[config.mk]
export PLATFORM = sky130hd
export DESIGN_NAME = siodc_top
export DESIGN_NICKNAME = d
export VERILOG_FILES = /design/src/verilog/siodc_pkg.sv /design/src/verilog/siodc_range_decode.sv /design/src/verilog/siodc_top.sv
export SDC_FILE = /design/constraint.sdc
export NUM_CORES = 1
export LEC_CHECK = 0
export ABC_CLOCK_PERIOD_IN_PS = 2200
export BUFFER_PORTS_ARGS = -buffer_cell sky130_fd_sc_hd__buf_2
export CORE_UTILIZATION = 47
export DETAILED_ROUTE_END_ITERATION = 8
export PLACE_DENSITY = 0.84
export SLEW_MARGIN = 5
export SYNTH_ARGS = -nofsm -noshare
export SYNTH_HDL_FRONTEND = slang
export SYNTH_HIERARCHICAL = 1
export SYNTH_SLANG_ARGS = --single-unit
[constraint.sdc]
create_clock -name CLK -period 2.2 [get_ports CLK]
set_input_delay 0.44 -clock CLK [delete_from_list [all_inputs] [get_ports CLK]]
set_output_delay 0.44 -clock CLK [all_outputs]
set_load 0.005 [all_outputs]
[src/verilog/siodc_pkg.sv]
package siodc_pkg;
    // I/O port addresses, extended key and clear value
    localparam logic [15:0] SIODC_KBD_DATA = 16'h0060;
    localparam logic [15:0] SIODC_CTRL_B = 16'h0061;
    localparam logic [15:0] SIODC_KBD_CMD = 16'h0064;
    localparam logic [15:0] SIODC_RTC_INDEX = 16'h0070;
    localparam logic [15:0] SIODC_RTC_DATA = 16'h0071;
    localparam logic [15:0] SIODC_EXT_LOW = 16'h0074;
    localparam logic [15:0] SIODC_EXT_HIGH = 16'h0075;
    localparam logic [15:0] SIODC_EXT_DATA = 16'h0076;
    localparam logic [15:0] SIODC_CTRL_A = 16'h0092;
    localparam logic [15:0] SIODC_COPROC_CLR = 16'h00F0;
    localparam logic [15:0] SIODC_COPROC_BASE = 16'h00F8;
    localparam logic [15:0] SIODC_FLOPPY_BASE = 16'h03F0;
    localparam logic [15:0] SIODC_PAR_BASE = 16'h0378;
    localparam logic [15:0] SIODC_SER1_BASE = 16'h03F8;
    localparam logic [15:0] SIODC_SER2_BASE = 16'h02F8;
    localparam logic [7:0] SIODC_EXT_KEY = 8'h8D;
    localparam logic [7:0] SIODC_CLEAR_VALUE = 8'h00;
    // Control port B fields
    localparam int SIODC_B_TIMER_GATE = 0;
    localparam int SIODC_B_SPK_DATA = 1;
    localparam int SIODC_B_PARITY_DIS = 2;
    localparam int SIODC_B_CHAN_DIS = 3;
    localparam int SIODC_B_REFRESH = 4;
    localparam int SIODC_B_TIMER_OUT = 5;
    localparam int SIODC_B_CHAN_ERR = 6;
    localparam int SIODC_B_PARITY_ERR = 7;
    // Reset values
    localparam logic [7:0] SIODC_CTRL_B_RESET = 8'h00;
    localparam logic [7:0] SIODC_CTRL_A_RESET = 8'h00;
    localparam logic [7:0] SIODC_INDEX_RESET = 8'h00;
    localparam logic [3:0] SIODC_CYCLE_IDLE = 4'h3;
    typedef enum logic [2:0] {
        SIODC_INTA = 3'h0,
        SIODC_IO_RD = 3'h1,
        SIODC_IO_WR = 3'h2,
        SIODC_IO_NONE = 3'h3,
        SIODC_HALT = 3'h4,
        SIODC_MEM_RD = 3'h5,
        SIODC_MEM_WR = 3'h6,
        SIODC_MEM_NONE = 3'h7
    } siodc_cycle_type;
endpackage : siodc_pkg

[src/verilog/siodc_range_decode.sv]
`timescale 1ns/1ns
`default_nettype none
module siodc_range_decode
    import siodc_pkg::*;
#(
    parameter int DEPTH_BITS = 3
) (
    input wire logic [15:0] ADDR, // Port address
    input wire logic [15:0] BASE, // Range start, aligned
    input wire logic ENABLE, // Range enable
    input wire logic CMD, // I/O read or write active
    output logic HIT // Decoded select
);
    wire logic base_match;

    assign base_match = (ADDR[15:DEPTH_BITS] == BASE[15:DEPTH_BITS]);
    assign HIT = CMD && ENABLE && base_match;
endmodule : siodc_range_decode
`default_nettype wire

[src/verilog/siodc_top.sv]
`timescale 1ns/1ns
`default_nettype none
module siodc_top
    import siodc_pkg::*;
#(
    parameter int PROG_DEPTH_BITS = 3
) (
    input wire logic CLK, // 20 MHz clock
    input wire logic SYS_RST, // Sync reset, high
    input wire logic MEM_IO, // Memory/io status
    input wire logic CYCLE_STATUS_1, // Cycle status 1
    input wire logic CYCLE_STATUS_0, // Cycle status 0
    input wire logic [15:0] ADDR, // I/O address
    input wire logic [7:0] DATA_IN, // Write data
    input wire logic IO_READ_CMD, // I/O read strobe
    input wire logic IO_WRITE_CMD, // I/O write strobe
    input wire logic COPROC_ERROR, // Coprocessor error
    input wire logic REFRESH, // Refresh cycle pulse
    input wire logic BUS_CHANNEL_CHECK, // Channel check
    input wire logic PARITY_ERROR, // Memory parity error
    input wire logic TIMER2_OUT, // Timer 2 output
    input wire logic SETUP_DATA_REG_ENABLE, // Setup data enable
    input wire logic FLOPPY_ENABLE, // Option enable bits
    input wire logic PARALLEL_ENABLE, // Option enable
    input wire logic SERIAL1_ENABLE, // Option enable
    input wire logic SERIAL2_ENABLE, // Option enable
    input wire logic PORT_A_ENABLE, // Port A decode enable
    input wire logic [15:0] PORT_A_BASE, // Port A start
    input wire logic PORT_B_ENABLE, // Port B decode enable
    input wire logic [15:0] PORT_B_BASE, // Port B start
    input wire logic [7:0] RTC_READ_DATA, // RTC read data
    input wire logic [7:0] EXT_RAM_READ_DATA, // Ext RAM data
    output logic [2:0] CYCLE_TYPE, // Decoded cycle type
    output logic [7:0] DATA_OUT, // Read data
    output logic DATA_OUT_VALID, // Read data driven
    output logic COPROC_ERROR_IRQ, // Interrupt 13
    output logic COPROC_BUSY, // Busy to CPU
    output logic KBD_CTRL_SELECT, // Keyboard select
    output logic COPROC_SELECT, // Coprocessor select
    output logic PROG_SELECT_A, // Programmable select A
    output logic PROG_SELECT_B, // Programmable select B
    output logic FLOPPY_SELECT, // Floppy select
    output logic PARALLEL_SELECT, // Parallel select
    output logic SERIAL1_SELECT, // Serial 1 select
    output logic SERIAL2_SELECT, // Serial 2 select
    output logic RTC_SELECT, // RTC chip select
    output logic [7:0] RTC_INDEX, // RTC pointer
    output logic EXT_RAM_SELECT, // Ext RAM select
    output logic [12:0] EXT_RAM_ADDRESS_BUS, // Ext RAM address
    output logic SETUP_DATA_SELECT, // Setup data transfer
    output logic [7:0] CTRL_A, // Control port A
    output logic [7:0] CTRL_B, // Control port B
    output logic NMI_REQUEST // Non-maskable request
);
    logic [7:0] rtc_index;
    logic [7:0] ext_low;
    logic [7:0] ext_high;
    logic [7:0] ctrl_a;
    logic [3:0] ctrl_b_low;
    logic refresh_toggle;
    logic irq;
    logic busy;
    wire logic cmd;
    wire logic wr_cmd;
    wire logic ext_open;
    wire logic [7:0] ctrl_b_read;
    wire logic [7:0] next_data;
    wire logic next_valid;
    wire logic clear_write;
    wire logic kbd_hit;
    wire logic coproc_hit;
    wire logic hit_a;
    wire logic hit_b;
    wire logic hit_floppy;
    wire logic hit_par;
    wire logic hit_ser1;
    wire logic hit_ser2;
    wire logic ext_hit;
    wire logic next_nmi;

    function automatic logic is_port(input logic [15:0] a,
                                     input logic [15:0] p);
        is_port = (a == p);
    endfunction : is_port

    assign cmd = IO_READ_CMD || IO_WRITE_CMD;
    assign wr_cmd = IO_WRITE_CMD;
    assign ext_open = (rtc_index == SIODC_EXT_KEY);
    assign clear_write = wr_cmd && is_port(ADDR, SIODC_COPROC_CLR)
        && (DATA_IN == SIODC_CLEAR_VALUE);
    assign kbd_hit = cmd && (is_port(ADDR, SIODC_KBD_DATA)
        || is_port(ADDR, SIODC_KBD_CMD));
    assign coproc_hit = cmd
        && (ADDR[15:3] == SIODC_COPROC_BASE[15:3]);
    assign ext_hit = cmd && ext_open
        && (is_port(ADDR, SIODC_EXT_DATA));
    assign ctrl_b_read = {
        PARITY_ERROR && !ctrl_b_low[SIODC_B_PARITY_DIS],
        BUS_CHANNEL_CHECK && !ctrl_b_low[SIODC_B_CHAN_DIS],
        TIMER2_OUT,
        refresh_toggle,
        ctrl_b_low};
    assign next_nmi = (BUS_CHANNEL_CHECK
        && !ctrl_b_low[SIODC_B_CHAN_DIS])
        || (PARITY_ERROR && !ctrl_b_low[SIODC_B_PARITY_DIS]);
    assign next_valid = IO_READ_CMD && (is_port(ADDR, SIODC_CTRL_B)
        || is_port(ADDR, SIODC_CTRL_A)
        || is_port(ADDR, SIODC_RTC_INDEX)
        || is_port(ADDR, SIODC_RTC_DATA)
        || (ext_open && is_port(ADDR, SIODC_EXT_HIGH))
        || (ext_open && is_port(ADDR, SIODC_EXT_DATA)));
    assign next_data = is_port(ADDR, SIODC_CTRL_B) ? ctrl_b_read
        : is_port(ADDR, SIODC_CTRL_A) ? ctrl_a
        : is_port(ADDR, SIODC_RTC_INDEX) ? rtc_index
        : is_port(ADDR, SIODC_RTC_DATA) ? RTC_READ_DATA
        : is_port(ADDR, SIODC_EXT_HIGH) ? ext_high
        : is_port(ADDR, SIODC_EXT_DATA) ? EXT_RAM_READ_DATA
        : 8'h00;

    siodc_range_decode #(.DEPTH_BITS(PROG_DEPTH_BITS)) u_port_a (
        .ADDR(ADDR), .BASE(PORT_A_BASE), .ENABLE(PORT_A_ENABLE),
        .CMD(cmd), .HIT(hit_a));
    siodc_range_decode #(.DEPTH_BITS(PROG_DEPTH_BITS)) u_port_b (
        .ADDR(ADDR), .BASE(PORT_B_BASE), .ENABLE(PORT_B_ENABLE),
        .CMD(cmd), .HIT(hit_b));
    siodc_range_decode #(.DEPTH_BITS(3)) u_floppy (
        .ADDR(ADDR), .BASE(SIODC_FLOPPY_BASE), .ENABLE(FLOPPY_ENABLE),
        .CMD(cmd), .HIT(hit_floppy));
    siodc_range_decode #(.DEPTH_BITS(3)) u_par (
        .ADDR(ADDR), .BASE(SIODC_PAR_BASE), .ENABLE(PARALLEL_ENABLE),
        .CMD(cmd), .HIT(hit_par));
    siodc_range_decode #(.DEPTH_BITS(3)) u_ser1 (
        .ADDR(ADDR), .BASE(SIODC_SER1_BASE), .ENABLE(SERIAL1_ENABLE),
        .CMD(cmd), .HIT(hit_ser1));
    siodc_range_decode #(.DEPTH_BITS(3)) u_ser2 (
        .ADDR(ADDR), .BASE(SIODC_SER2_BASE), .ENABLE(SERIAL2_ENABLE),
        .CMD(cmd), .HIT(hit_ser2));

    // Coprocessor error latch, error wins over clear
    always_ff @(posedge CLK) begin
        if (SYS_RST) begin
            irq <= 1'b0;
            busy <= 1'b0;
        end else if (COPROC_ERROR) begin
            irq <= 1'b1;
            busy <= 1'b1;
        end else if (clear_write) begin
            irq <= 1'b0;
            busy <= 1'b0;
        end
    end

    always_ff @(posedge CLK) begin
        if (SYS_RST) begin
            rtc_index <= SIODC_INDEX_RESET;
            ext_low <= 8'h00;
            ext_high <= 8'h00;
            ctrl_a <= SIODC_CTRL_A_RESET;
            ctrl_b_low <= SIODC_CTRL_B_RESET[3:0];
        end else if (wr_cmd) begin
            if (is_port(ADDR, SIODC_RTC_INDEX))
                rtc_index <= DATA_IN;
            if (ext_open && is_port(ADDR, SIODC_EXT_LOW))
                ext_low <= DATA_IN;
            if (ext_open && is_port(ADDR, SIODC_EXT_HIGH))
                ext_high <= DATA_IN;
            if (is_port(ADDR, SIODC_CTRL_A))
                ctrl_a <= DATA_IN;
            if (is_port(ADDR, SIODC_CTRL_B))
                ctrl_b_low <= DATA_IN[3:0];
        end
    end

    always_ff @(posedge CLK) begin
        if (SYS_RST)
            refresh_toggle <= 1'b0;
        else if (REFRESH)
            refresh_toggle <= !refresh_toggle;
    end

    always_ff @(posedge CLK) begin
        if (SYS_RST) begin
            CYCLE_TYPE <= SIODC_CYCLE_IDLE[2:0];
            DATA_OUT <= 8'h00;
            DATA_OUT_VALID <= 1'b0;
            KBD_CTRL_SELECT <= 1'b0;
            COPROC_SELECT <= 1'b0;
            PROG_SELECT_A <= 1'b0;
            PROG_SELECT_B <= 1'b0;
            FLOPPY_SELECT <= 1'b0;
            PARALLEL_SELECT <= 1'b0;
            SERIAL1_SELECT <= 1'b0;
            SERIAL2_SELECT <= 1'b0;
            RTC_SELECT <= 1'b0;
            EXT_RAM_SELECT <= 1'b0;
            SETUP_DATA_SELECT <= 1'b0;
            NMI_REQUEST <= 1'b0;
            CTRL_B <= SIODC_CTRL_B_RESET;
        end else begin
            CYCLE_TYPE <= {MEM_IO, CYCLE_STATUS_1, CYCLE_STATUS_0};
            DATA_OUT <= next_data;
            DATA_OUT_VALID <= next_valid;
            KBD_CTRL_SELECT <= kbd_hit;
            COPROC_SELECT <= coproc_hit;
            PROG_SELECT_A <= hit_a;
            PROG_SELECT_B <= hit_b;
            FLOPPY_SELECT <= hit_floppy;
            PARALLEL_SELECT <= hit_par;
            SERIAL1_SELECT <= hit_ser1;
            SERIAL2_SELECT <= hit_ser2;
            RTC_SELECT <= cmd && is_port(ADDR, SIODC_RTC_DATA);
            EXT_RAM_SELECT <= ext_hit;
            SETUP_DATA_SELECT <= cmd && SETUP_DATA_REG_ENABLE;
            NMI_REQUEST <= next_nmi;
            CTRL_B <= ctrl_b_read;
        end
    end

    assign COPROC_ERROR_IRQ = irq;
    assign COPROC_BUSY = busy;
    assign RTC_INDEX = rtc_index;
    assign EXT_RAM_ADDRESS_BUS = {ext_high[4:0], ext_low};
    assign CTRL_A = ctrl_a;

    irq_set_a: assert property (@(posedge CLK) disable iff (SYS_RST)
        COPROC_ERROR |=> COPROC_ERROR_IRQ && COPROC_BUSY)
        else $error("error did not raise irq");
    busy_hold_a: assert property (@(posedge CLK) disable iff (SYS_RST)
        COPROC_BUSY && !clear_write |=> COPROC_BUSY)
        else $error("busy dropped without clear");
    irq_clear_a: assert property (@(posedge CLK) disable iff (SYS_RST)
        clear_write && !COPROC_ERROR |=> !COPROC_ERROR_IRQ && !COPROC_BUSY)
        else $error("clear did not drop irq");
    kbd_sel_a: assert property (@(posedge CLK) disable iff (SYS_RST)
        IO_READ_CMD && ADDR == SIODC_KBD_CMD |=> KBD_CTRL_SELECT)
        else $error("keyboard select missing");
    kbd_data_a: assert property (@(posedge CLK) disable iff (SYS_RST)
        cmd && ADDR == SIODC_KBD_DATA |=> KBD_CTRL_SELECT)
        else $error("keyboard data select missing");
    kbd_only_a: assert property (@(posedge CLK) disable iff (SYS_RST)
        ADDR != SIODC_KBD_DATA && ADDR != SIODC_KBD_CMD |=> !KBD_CTRL_SELECT)
        else $error("keyboard select on foreign port");
    coproc_sel_a: assert property (@(posedge CLK) disable iff (SYS_RST)
        cmd && ADDR == 16'h00FF |=> COPROC_SELECT)
        else $error("coprocessor select missing");
    coproc_only_a: assert property (@(posedge CLK) disable iff (SYS_RST)
        ADDR[15:3] != SIODC_COPROC_BASE[15:3] |=> !COPROC_SELECT)
        else $error("coprocessor select out of range");
    prog_gate_a: assert property (@(posedge CLK) disable iff (SYS_RST)
        !PORT_A_ENABLE |=> !PROG_SELECT_A)
        else $error("port A select while disabled");
    option_gate_a: assert property (@(posedge CLK) disable iff (SYS_RST)
        !FLOPPY_ENABLE |=> !FLOPPY_SELECT)
        else $error("floppy select without enable");
    option_par_a: assert property (@(posedge CLK) disable iff (SYS_RST)
        !PARALLEL_ENABLE |=> !PARALLEL_SELECT)
        else $error("parallel select without enable");
    option_ser_a: assert property (@(posedge CLK) disable iff (SYS_RST)
        !SERIAL1_ENABLE && !SERIAL2_ENABLE
        |=> !SERIAL1_SELECT && !SERIAL2_SELECT)
        else $error("serial select without enable");
    cycle_type_a: assert property (@(posedge CLK) disable iff (SYS_RST)
        1'b1 |=> CYCLE_TYPE == {$past(MEM_IO), $past(CYCLE_STATUS_1),
        $past(CYCLE_STATUS_0)})
        else $error("cycle type mismatch");
    rtc_data_a: assert property (@(posedge CLK) disable iff (SYS_RST)
        IO_READ_CMD && ADDR == SIODC_RTC_DATA
        |=> DATA_OUT_VALID && DATA_OUT == $past(RTC_READ_DATA))
        else $error("clock data read mismatch");
    ext_lock_a: assert property (@(posedge CLK) disable iff (SYS_RST)
        rtc_index != SIODC_EXT_KEY |=> !EXT_RAM_SELECT)
        else $error("extended port open without key");
    ext_addr_a: assert property (@(posedge CLK) disable iff (SYS_RST)
        wr_cmd && ext_open && ADDR == SIODC_EXT_HIGH
        |=> EXT_RAM_ADDRESS_BUS[12:8] == $past(DATA_IN[4:0]))
        else $error("extended high address not loaded");
    ctrl_a_read_a: assert property (@(posedge CLK) disable iff (SYS_RST)
        IO_READ_CMD && ADDR == SIODC_CTRL_A
        |=> DATA_OUT_VALID && DATA_OUT == $past(ctrl_a))
        else $error("control A read mismatch");
    setup_gate_a: assert property (@(posedge CLK) disable iff (SYS_RST)
        !SETUP_DATA_REG_ENABLE |=> !SETUP_DATA_SELECT)
        else $error("setup select without enable");
    nmi_chan_a: assert property (@(posedge CLK) disable iff (SYS_RST)
        BUS_CHANNEL_CHECK && !ctrl_b_low[SIODC_B_CHAN_DIS] |=> NMI_REQUEST)
        else $error("channel check not reported");
    nmi_par_a: assert property (@(posedge CLK) disable iff (SYS_RST)
        PARITY_ERROR && !ctrl_b_low[SIODC_B_PARITY_DIS] |=> NMI_REQUEST)
        else $error("parity error not reported");
    sel_drop_a: assert property (@(posedge CLK) disable iff (SYS_RST)
        !cmd |=> !KBD_CTRL_SELECT && !COPROC_SELECT && !RTC_SELECT)
        else $error("select held after command");
    toggle_a: assert property (@(posedge CLK) disable iff (SYS_RST)
        REFRESH |=> ##1 CTRL_B[SIODC_B_REFRESH]
        != $past(CTRL_B[SIODC_B_REFRESH]))
        else $error("refresh toggle stuck");
endmodule : siodc_top
`default_nettype wire
==> impl_metrics.json, run 1 <==
{
  "cts_root_buf": "clkbuf_8",
  "skew_ns": 0.008931,
  "cts_setup_buffers": 0,
  "synthArstFlopShare_pct": 0,
  "ios": 154,
  "drt_pass1_iterations": 5,
  "syn_inst": 446,
  "synth_area_leaders": "dfxtp_1 35%, xnor2_1 18%, a21oi_1 6.6%",
  "hold_viol_final": 0,
  "grt_max_degree": 59,
  "m1WireLength_um": 4809,
  "powerDensity_nw_per_um2": 569.0,
  "startpoint": "ADDR[11]",
  "synth_cell_type_count": 45,
  "synth_area_per_cell_um2": 8.851,
  "yosysTopAreaCellShare_pct": 35.50,
  "power.total_mw": 3.067,
  "ys.flop_type": "dfxtp_1",
  "grt_pass1_wl_um": 19670,
  "routabilityCongestion": 0.9416,
  "fin_crit_sh_pct": 86.65,
  "clk_pin_slew_ns": 0.07,
  "clock_latency_ns": 0.36,
  "overflow": 0,
  "mappedNetlistArea_um2": 3948,
  "drt_wl_total_um": 12460,
  "die_x_um": 93.65,
  "crit_path_start_kind": "input port",
  "rsz0062_at_grt": "no",
  "synth_most_common_cell": "xnor2_1",
  "tritoncts": "yes",
  "cp.required_ns": 2.41,
  "worstReg2RegStart": "RTC_INDEX[4]",
  "portBuffers": 147,
  "fmax_mhz": 524.6,
  "tightest_slew_ns": 0.6133,
  "grt_use_total_pct": 29.13,
  "cts_made_buffers": 9,
  "holdCritStartpoint": "CYCLE_STATUS_1",
  "ctsHoldBuffers": 0,
  "routedWlPerCell_um": 16.23,
  "layout-drive-gt1-share_pct": 33.03,
  "cts.sinks": 70,
  "hold_path_class": "input port to flip-flop",
  "synth_edf_count": 0,
  "slew_headroom_pct": 59.11,
  "rows": 33,
  "grt_pass1_vias": 4146,
  "cp.arrival_ns": 2.12,
  "via_per_inst": 5.668,
  "hpwlAfterDp_um": 9468,
  "areaGrowthSynthToFinish_pct": 36.55,
  "drc": 0,
  "timing.hold.ws_ns": 0.2651,
  "synth_top_area_cell": "dfxtp_1",
  "setup_viol": 0,
  "routed.top_layer": "met4",
  "wl_met2_um": 6006,
  "cts_resized": 0,
  "drv_cap": 0,
  "htreeDepth": 3,
  "nets": 749,
  "post-route-min-period_ns": 1.906,
  "drt_iter0_drc": 365,
  "initial_core_util_pct": 48.29,
  "antenna_found_initial": 0,
  "status": "finished clean",
  "die_y_um": 93.65,
  "synthTopCellsByCount": "79 x xnor2_1, 70 x dfxtp_1, 52 x a21oi_1",
  "slew_viol_final": 0,
  "vdd_drop_max_v": 0.0003656,
  "n_antenna_cell": 0,
  "crit_path_end_kind": "flip-flop",
  "critPathKind": "input port to flip-flop",
  "worst-path-max-fanout": 8,
  "ys_seq_elements": 70,
  "core-area_um2": 8175,
  "seq_area_frac_synth_pct": 35.50,
  "ys_warn_count": 6,
  "die_area_um2": 8769,
  "dr_total_vias": 4353,
  "wl_met3_um": 1146,
  "postRouteAntennaNets": 0,
  "power_leakage_nw": 2.234,
  "cts_buffer_depth": 2
}
## flip-flops by register name, summed over array words and instances (netlist names), 3 cells and up
name and flops:
CTRL_A 8, CTRL_B 8, CYCLE_TYPE 3, DATA_OUT 8, RTC_INDEX 8, ctrl_b_low 4, ext_high 8, ext_low 8
## per-layer routing
layer	up-vias	GRT usage (%)
met3	59	6.341
met1	2009	34.88
met4	0	15.26
li1	2027	-
met2	258	48.65
met5	-	0
## layout by cell type (no fill, tap or decap), types with 5 or more instances in the layout
cell | Yosys | routed
buf_2 | 7 | 147
nor2_1 | 6 | 6
conb_1 | 2 | 52
nand2_1 | 5 | 5
nand3_1 | 31 | 31
nor4_2 | 8 | 8
nand4_1 | 40 | 40
dfxtp_1 | 70 | 70
a22o_1 | 6 | 6
a222oi_1 | 6 | 6
clkbuf_8 | 0 | 11
nor2b_1 | 16 | 16
o21ai_0 | 33 | 33
buf_4 | 7 | 32
a21oi_1 | 52 | 52
o21ai_1 | 10 | 10
xnor2_1 | 79 | 79
## through the flow
stage,setup TNS [ns],cell area [µm²],utilization [%],setup slack (ns),cells
3_3_place_gp,-0.1220,5135,62.81,-0.02090,752
6_report,0,5390,65.93,0.2936,768
5_1_grt,0,5390,65.93,0.1962,768
2_1_floorplan,0,4135,-,0.1810,496
3_5_place_dp,-0.3216,5135,62.81,-0.06075,752
4_1_cts,0,5390,65.93,0.3092,768
## worst paths after layout
check,end,slack (ns),cells after the start
setup / recovery,CTRL_A[3],0.29,5
hold / removal,CYCLE_TYPE[1],0.27,2
setup reg to reg,ext_high[7],0.34,5
hold reg to reg,ext_low[6],0.48,2
## cell type report
type,instances,area [µm²]
multi-input cells,393,2575
fillers,643,2785
clock buffers,11,151.4
clock inverters,5,103.9
well taps,105,131.4
flip-flops and latches,70,1401
inverters,3,11.26
repair buffers,181,1016
## power by group
part	switching [mW]	leakage (nW)	total, mW	internal, mW
combinational	0.254	1.54	0.469	0.214
sequential	0.00498	0.567	1.28	1.28
clock	0.498	0.130	1.32	0.817
total	0.757	2.23	3.07	2.31
## worst max-delay path, cell delays in order
cell and delay [ns]:
buf_2 0.10, or4_4 0.57, or4_1 0.71, o21ai_1 0.21
a21oi_1 0.08
## cell families (layout without fill, tap and decap cells)
logic type,after synthesis,after routing,synth area share (%)
simple gates,143,143,25.07
other cells,2,52,0.1902
flops,70,70,35.50
buf+inv,33,200,4.025
xor+xnor,79,79,17.53
compound gates,119,119,17.69
(Power assumes the default switching activity.)
==> inputs of run 2 (changes only) <==
- CELL_PAD_IN_SITES_DETAIL_PLACEMENT: unset -> 0
- CELL_PAD_IN_SITES_GLOBAL_PLACEMENT: unset -> 2
- CORE_UTILIZATION: 47 -> 28
- PLACE_DENSITY: 0.84 -> 0.88
==> run 2 against run 1 <==
  * Utilization down 26 points
  * Critical path depth unchanged
  * First-iteration DRC count down 25%
  * Clock power up 11%
  * Flip-flop and latch count unchanged
  * Worst setup slack worse by 0.0053 ns
  * Global-route usage down 10 points
==> impl_metrics.json, run 2 (synthesis results as in run 1) <==
{
  "powerDensity_nw_per_um2": 579.2,
  "crit_path_start_kind": "input port",
  "worstReg2RegStart": "RTC_INDEX[4]",
  "dr_total_vias": 4177,
  "portBuffers": 147,
  "grtUsageMet3_pct": 4.906,
  "areaGrowthSynthToFinish_pct": 41.39,
  "cpPeakStageDelay_ns": 0.71,
  "rows": 43,
  "routabilityCongestion": 0.9290,
  "grt.busiest_layer": "met2",
  "finalCoreUtilization_pct": 40.37,
  "skew_ns": 0.006760,
  "tritoncts": "yes",
  "fmax_mhz": 523.1,
  "slew_viol_final": 0,
  "grt_use_met2_pct": 32.58,
  "drv_cap": 0,
  "final_cell_mix": "147 x buf_2, 79 x xnor2_1, 70 x dfxtp_1",
  "timing.hold.ws_ns": 0.2932,
  "cts_made_buffers": 9,
  "drc": 0,
  "postRouteAntennaNets": 0,
  "place_ws_ns": -0.05147,
  "clock_latency_ns": 0.33,
  "grt_max_degree": 49,
  "tns_ns": 0,
  "htreeDepth": 3,
  "post-route-min-period_ns": 1.912,
  "ctsHoldBuffers": 0,
  "cp.arrival_ns": 2.10,
  "antenna_found_initial": 0,
  "nets": 757,
  "initial_core_util_pct": 28.55,
  "die_y_um": 120.7,
  "crit_path_end_kind": "flip-flop",
  "hpwlAfterDp_um": 10700,
  "power_leakage_nw": 2.285,
  "fin_crit_sh_pct": 86.89,
  "rsz0062_at_grt": "no",
  "via_per_inst": 4.903,
  "drt_wl_total_um": 13630,
  "cp.required_ns": 2.39,
  "drt_iter0_drc": 272,
  "status": "finished clean",
  "critPathKind": "input port to flip-flop",
  "vdd_drop_max_v": 0.0003331,
  "overflow": 0,
  "grt_pass1_vias": 4061,
  "slew_headroom_pct": 58.38,
  "worst-path-max-fanout": 8,
  "core-area_um2": 13830,
  "cpMaxStageDelayCell": "or4_1",
  "fill_cells": 1453,
  "cts_buffer_depth": 2,
  "path_cells": "buf_2 > or4_4 > or4_1 > o21ai_1 > a21oi_1",
  "holdPathStages": 2,
  "drt_pass1_iterations": 5,
  "grt_pass1_wl_um": 21020,
  "startpoint": "ADDR[11]",
  "clk_pin_slew_ns": 0.06,
  "cts_setup_buffers": 0,
  "cts.sinks": 70,
  "routedWlPerCell_um": 16.00,
  "grt_util_met1_pct": 22.56,
  "fin_ws_ns": 0.2883,
  "tightest_slew_ns": 0.6230,
  "die_area_um2": 14580,
  "cts_resized": 0,
  "holdCritStartpoint": "CYCLE_STATUS_1",
  "layout-drive-gt1-share_pct": 33.53,
  "hold_path_class": "input port to flip-flop",
  "cts_root_buf": "clkbuf_16",
  "setup_viol": 0,
  "hold_viol_final": 0,
  "die_x_um": 120.7,
  "final_common_cell": "buf_2",
  "ff2ff_path_depth": 4,
  "grt_use_total_pct": 18.80,
  "ios": 154
}
==> run 2: routing by layer <==
metal / up-vias / part of all wire (%)
met5: - / 0
met4: 0 / 1.6
met3: 16 / 8.2
met2: 175 / 48
met1: 1942 / 42
li1: 2044 / -
==> run 2: report_power, final <==
group	leakage [nW]	total, mW	switching (mW)	internal, mW
Clock	0.147	1.47	0.556	0.915
Combinational	1.57	0.476	0.258	0.218
Sequential	0.567	1.28	0.00450	1.28
==> run 2: final timing paths <==
kind	endpoint	slack (ns)
max reg2reg	ext_low[3]	0.48
min reg2reg	ext_low[2]	0.48
max	CTRL_A[4]	0.29
min	CYCLE_TYPE[1]	0.29
==> run 2: worst max-delay path: cells and delay by family <==
kind | cells | cell delay (ns)
compound gates | 2 | 0.28
buf+inv | 1 | 0.10
simple gates | 2 | 1.28
==> run 2: stage by stage <==
stage	std cells	area (µm²)	total power [mW]
global placement	835	5276	1.772
detailed placement	835	5276	1.787
global route	851	5579	3.369
CTS	851	5579	3.265
finish	852	5582	3.233
floorplan	496	4135	1.557
==> run 2: area by class of cell <==
class                   instances  area (µm²)  share of cell area (%)
multi-input cells             393        2575                   46.13
flip-flops and latches         70        1401                   25.11
repair buffers                189        1064                   19.05
clock buffers                  12       246.5                   4.416
well taps                     180       225.2                   4.035
clock inverters                 4       56.30                   1.009
inverters                       3       11.26                  0.2017
diodes                          1       2.502                 0.04483
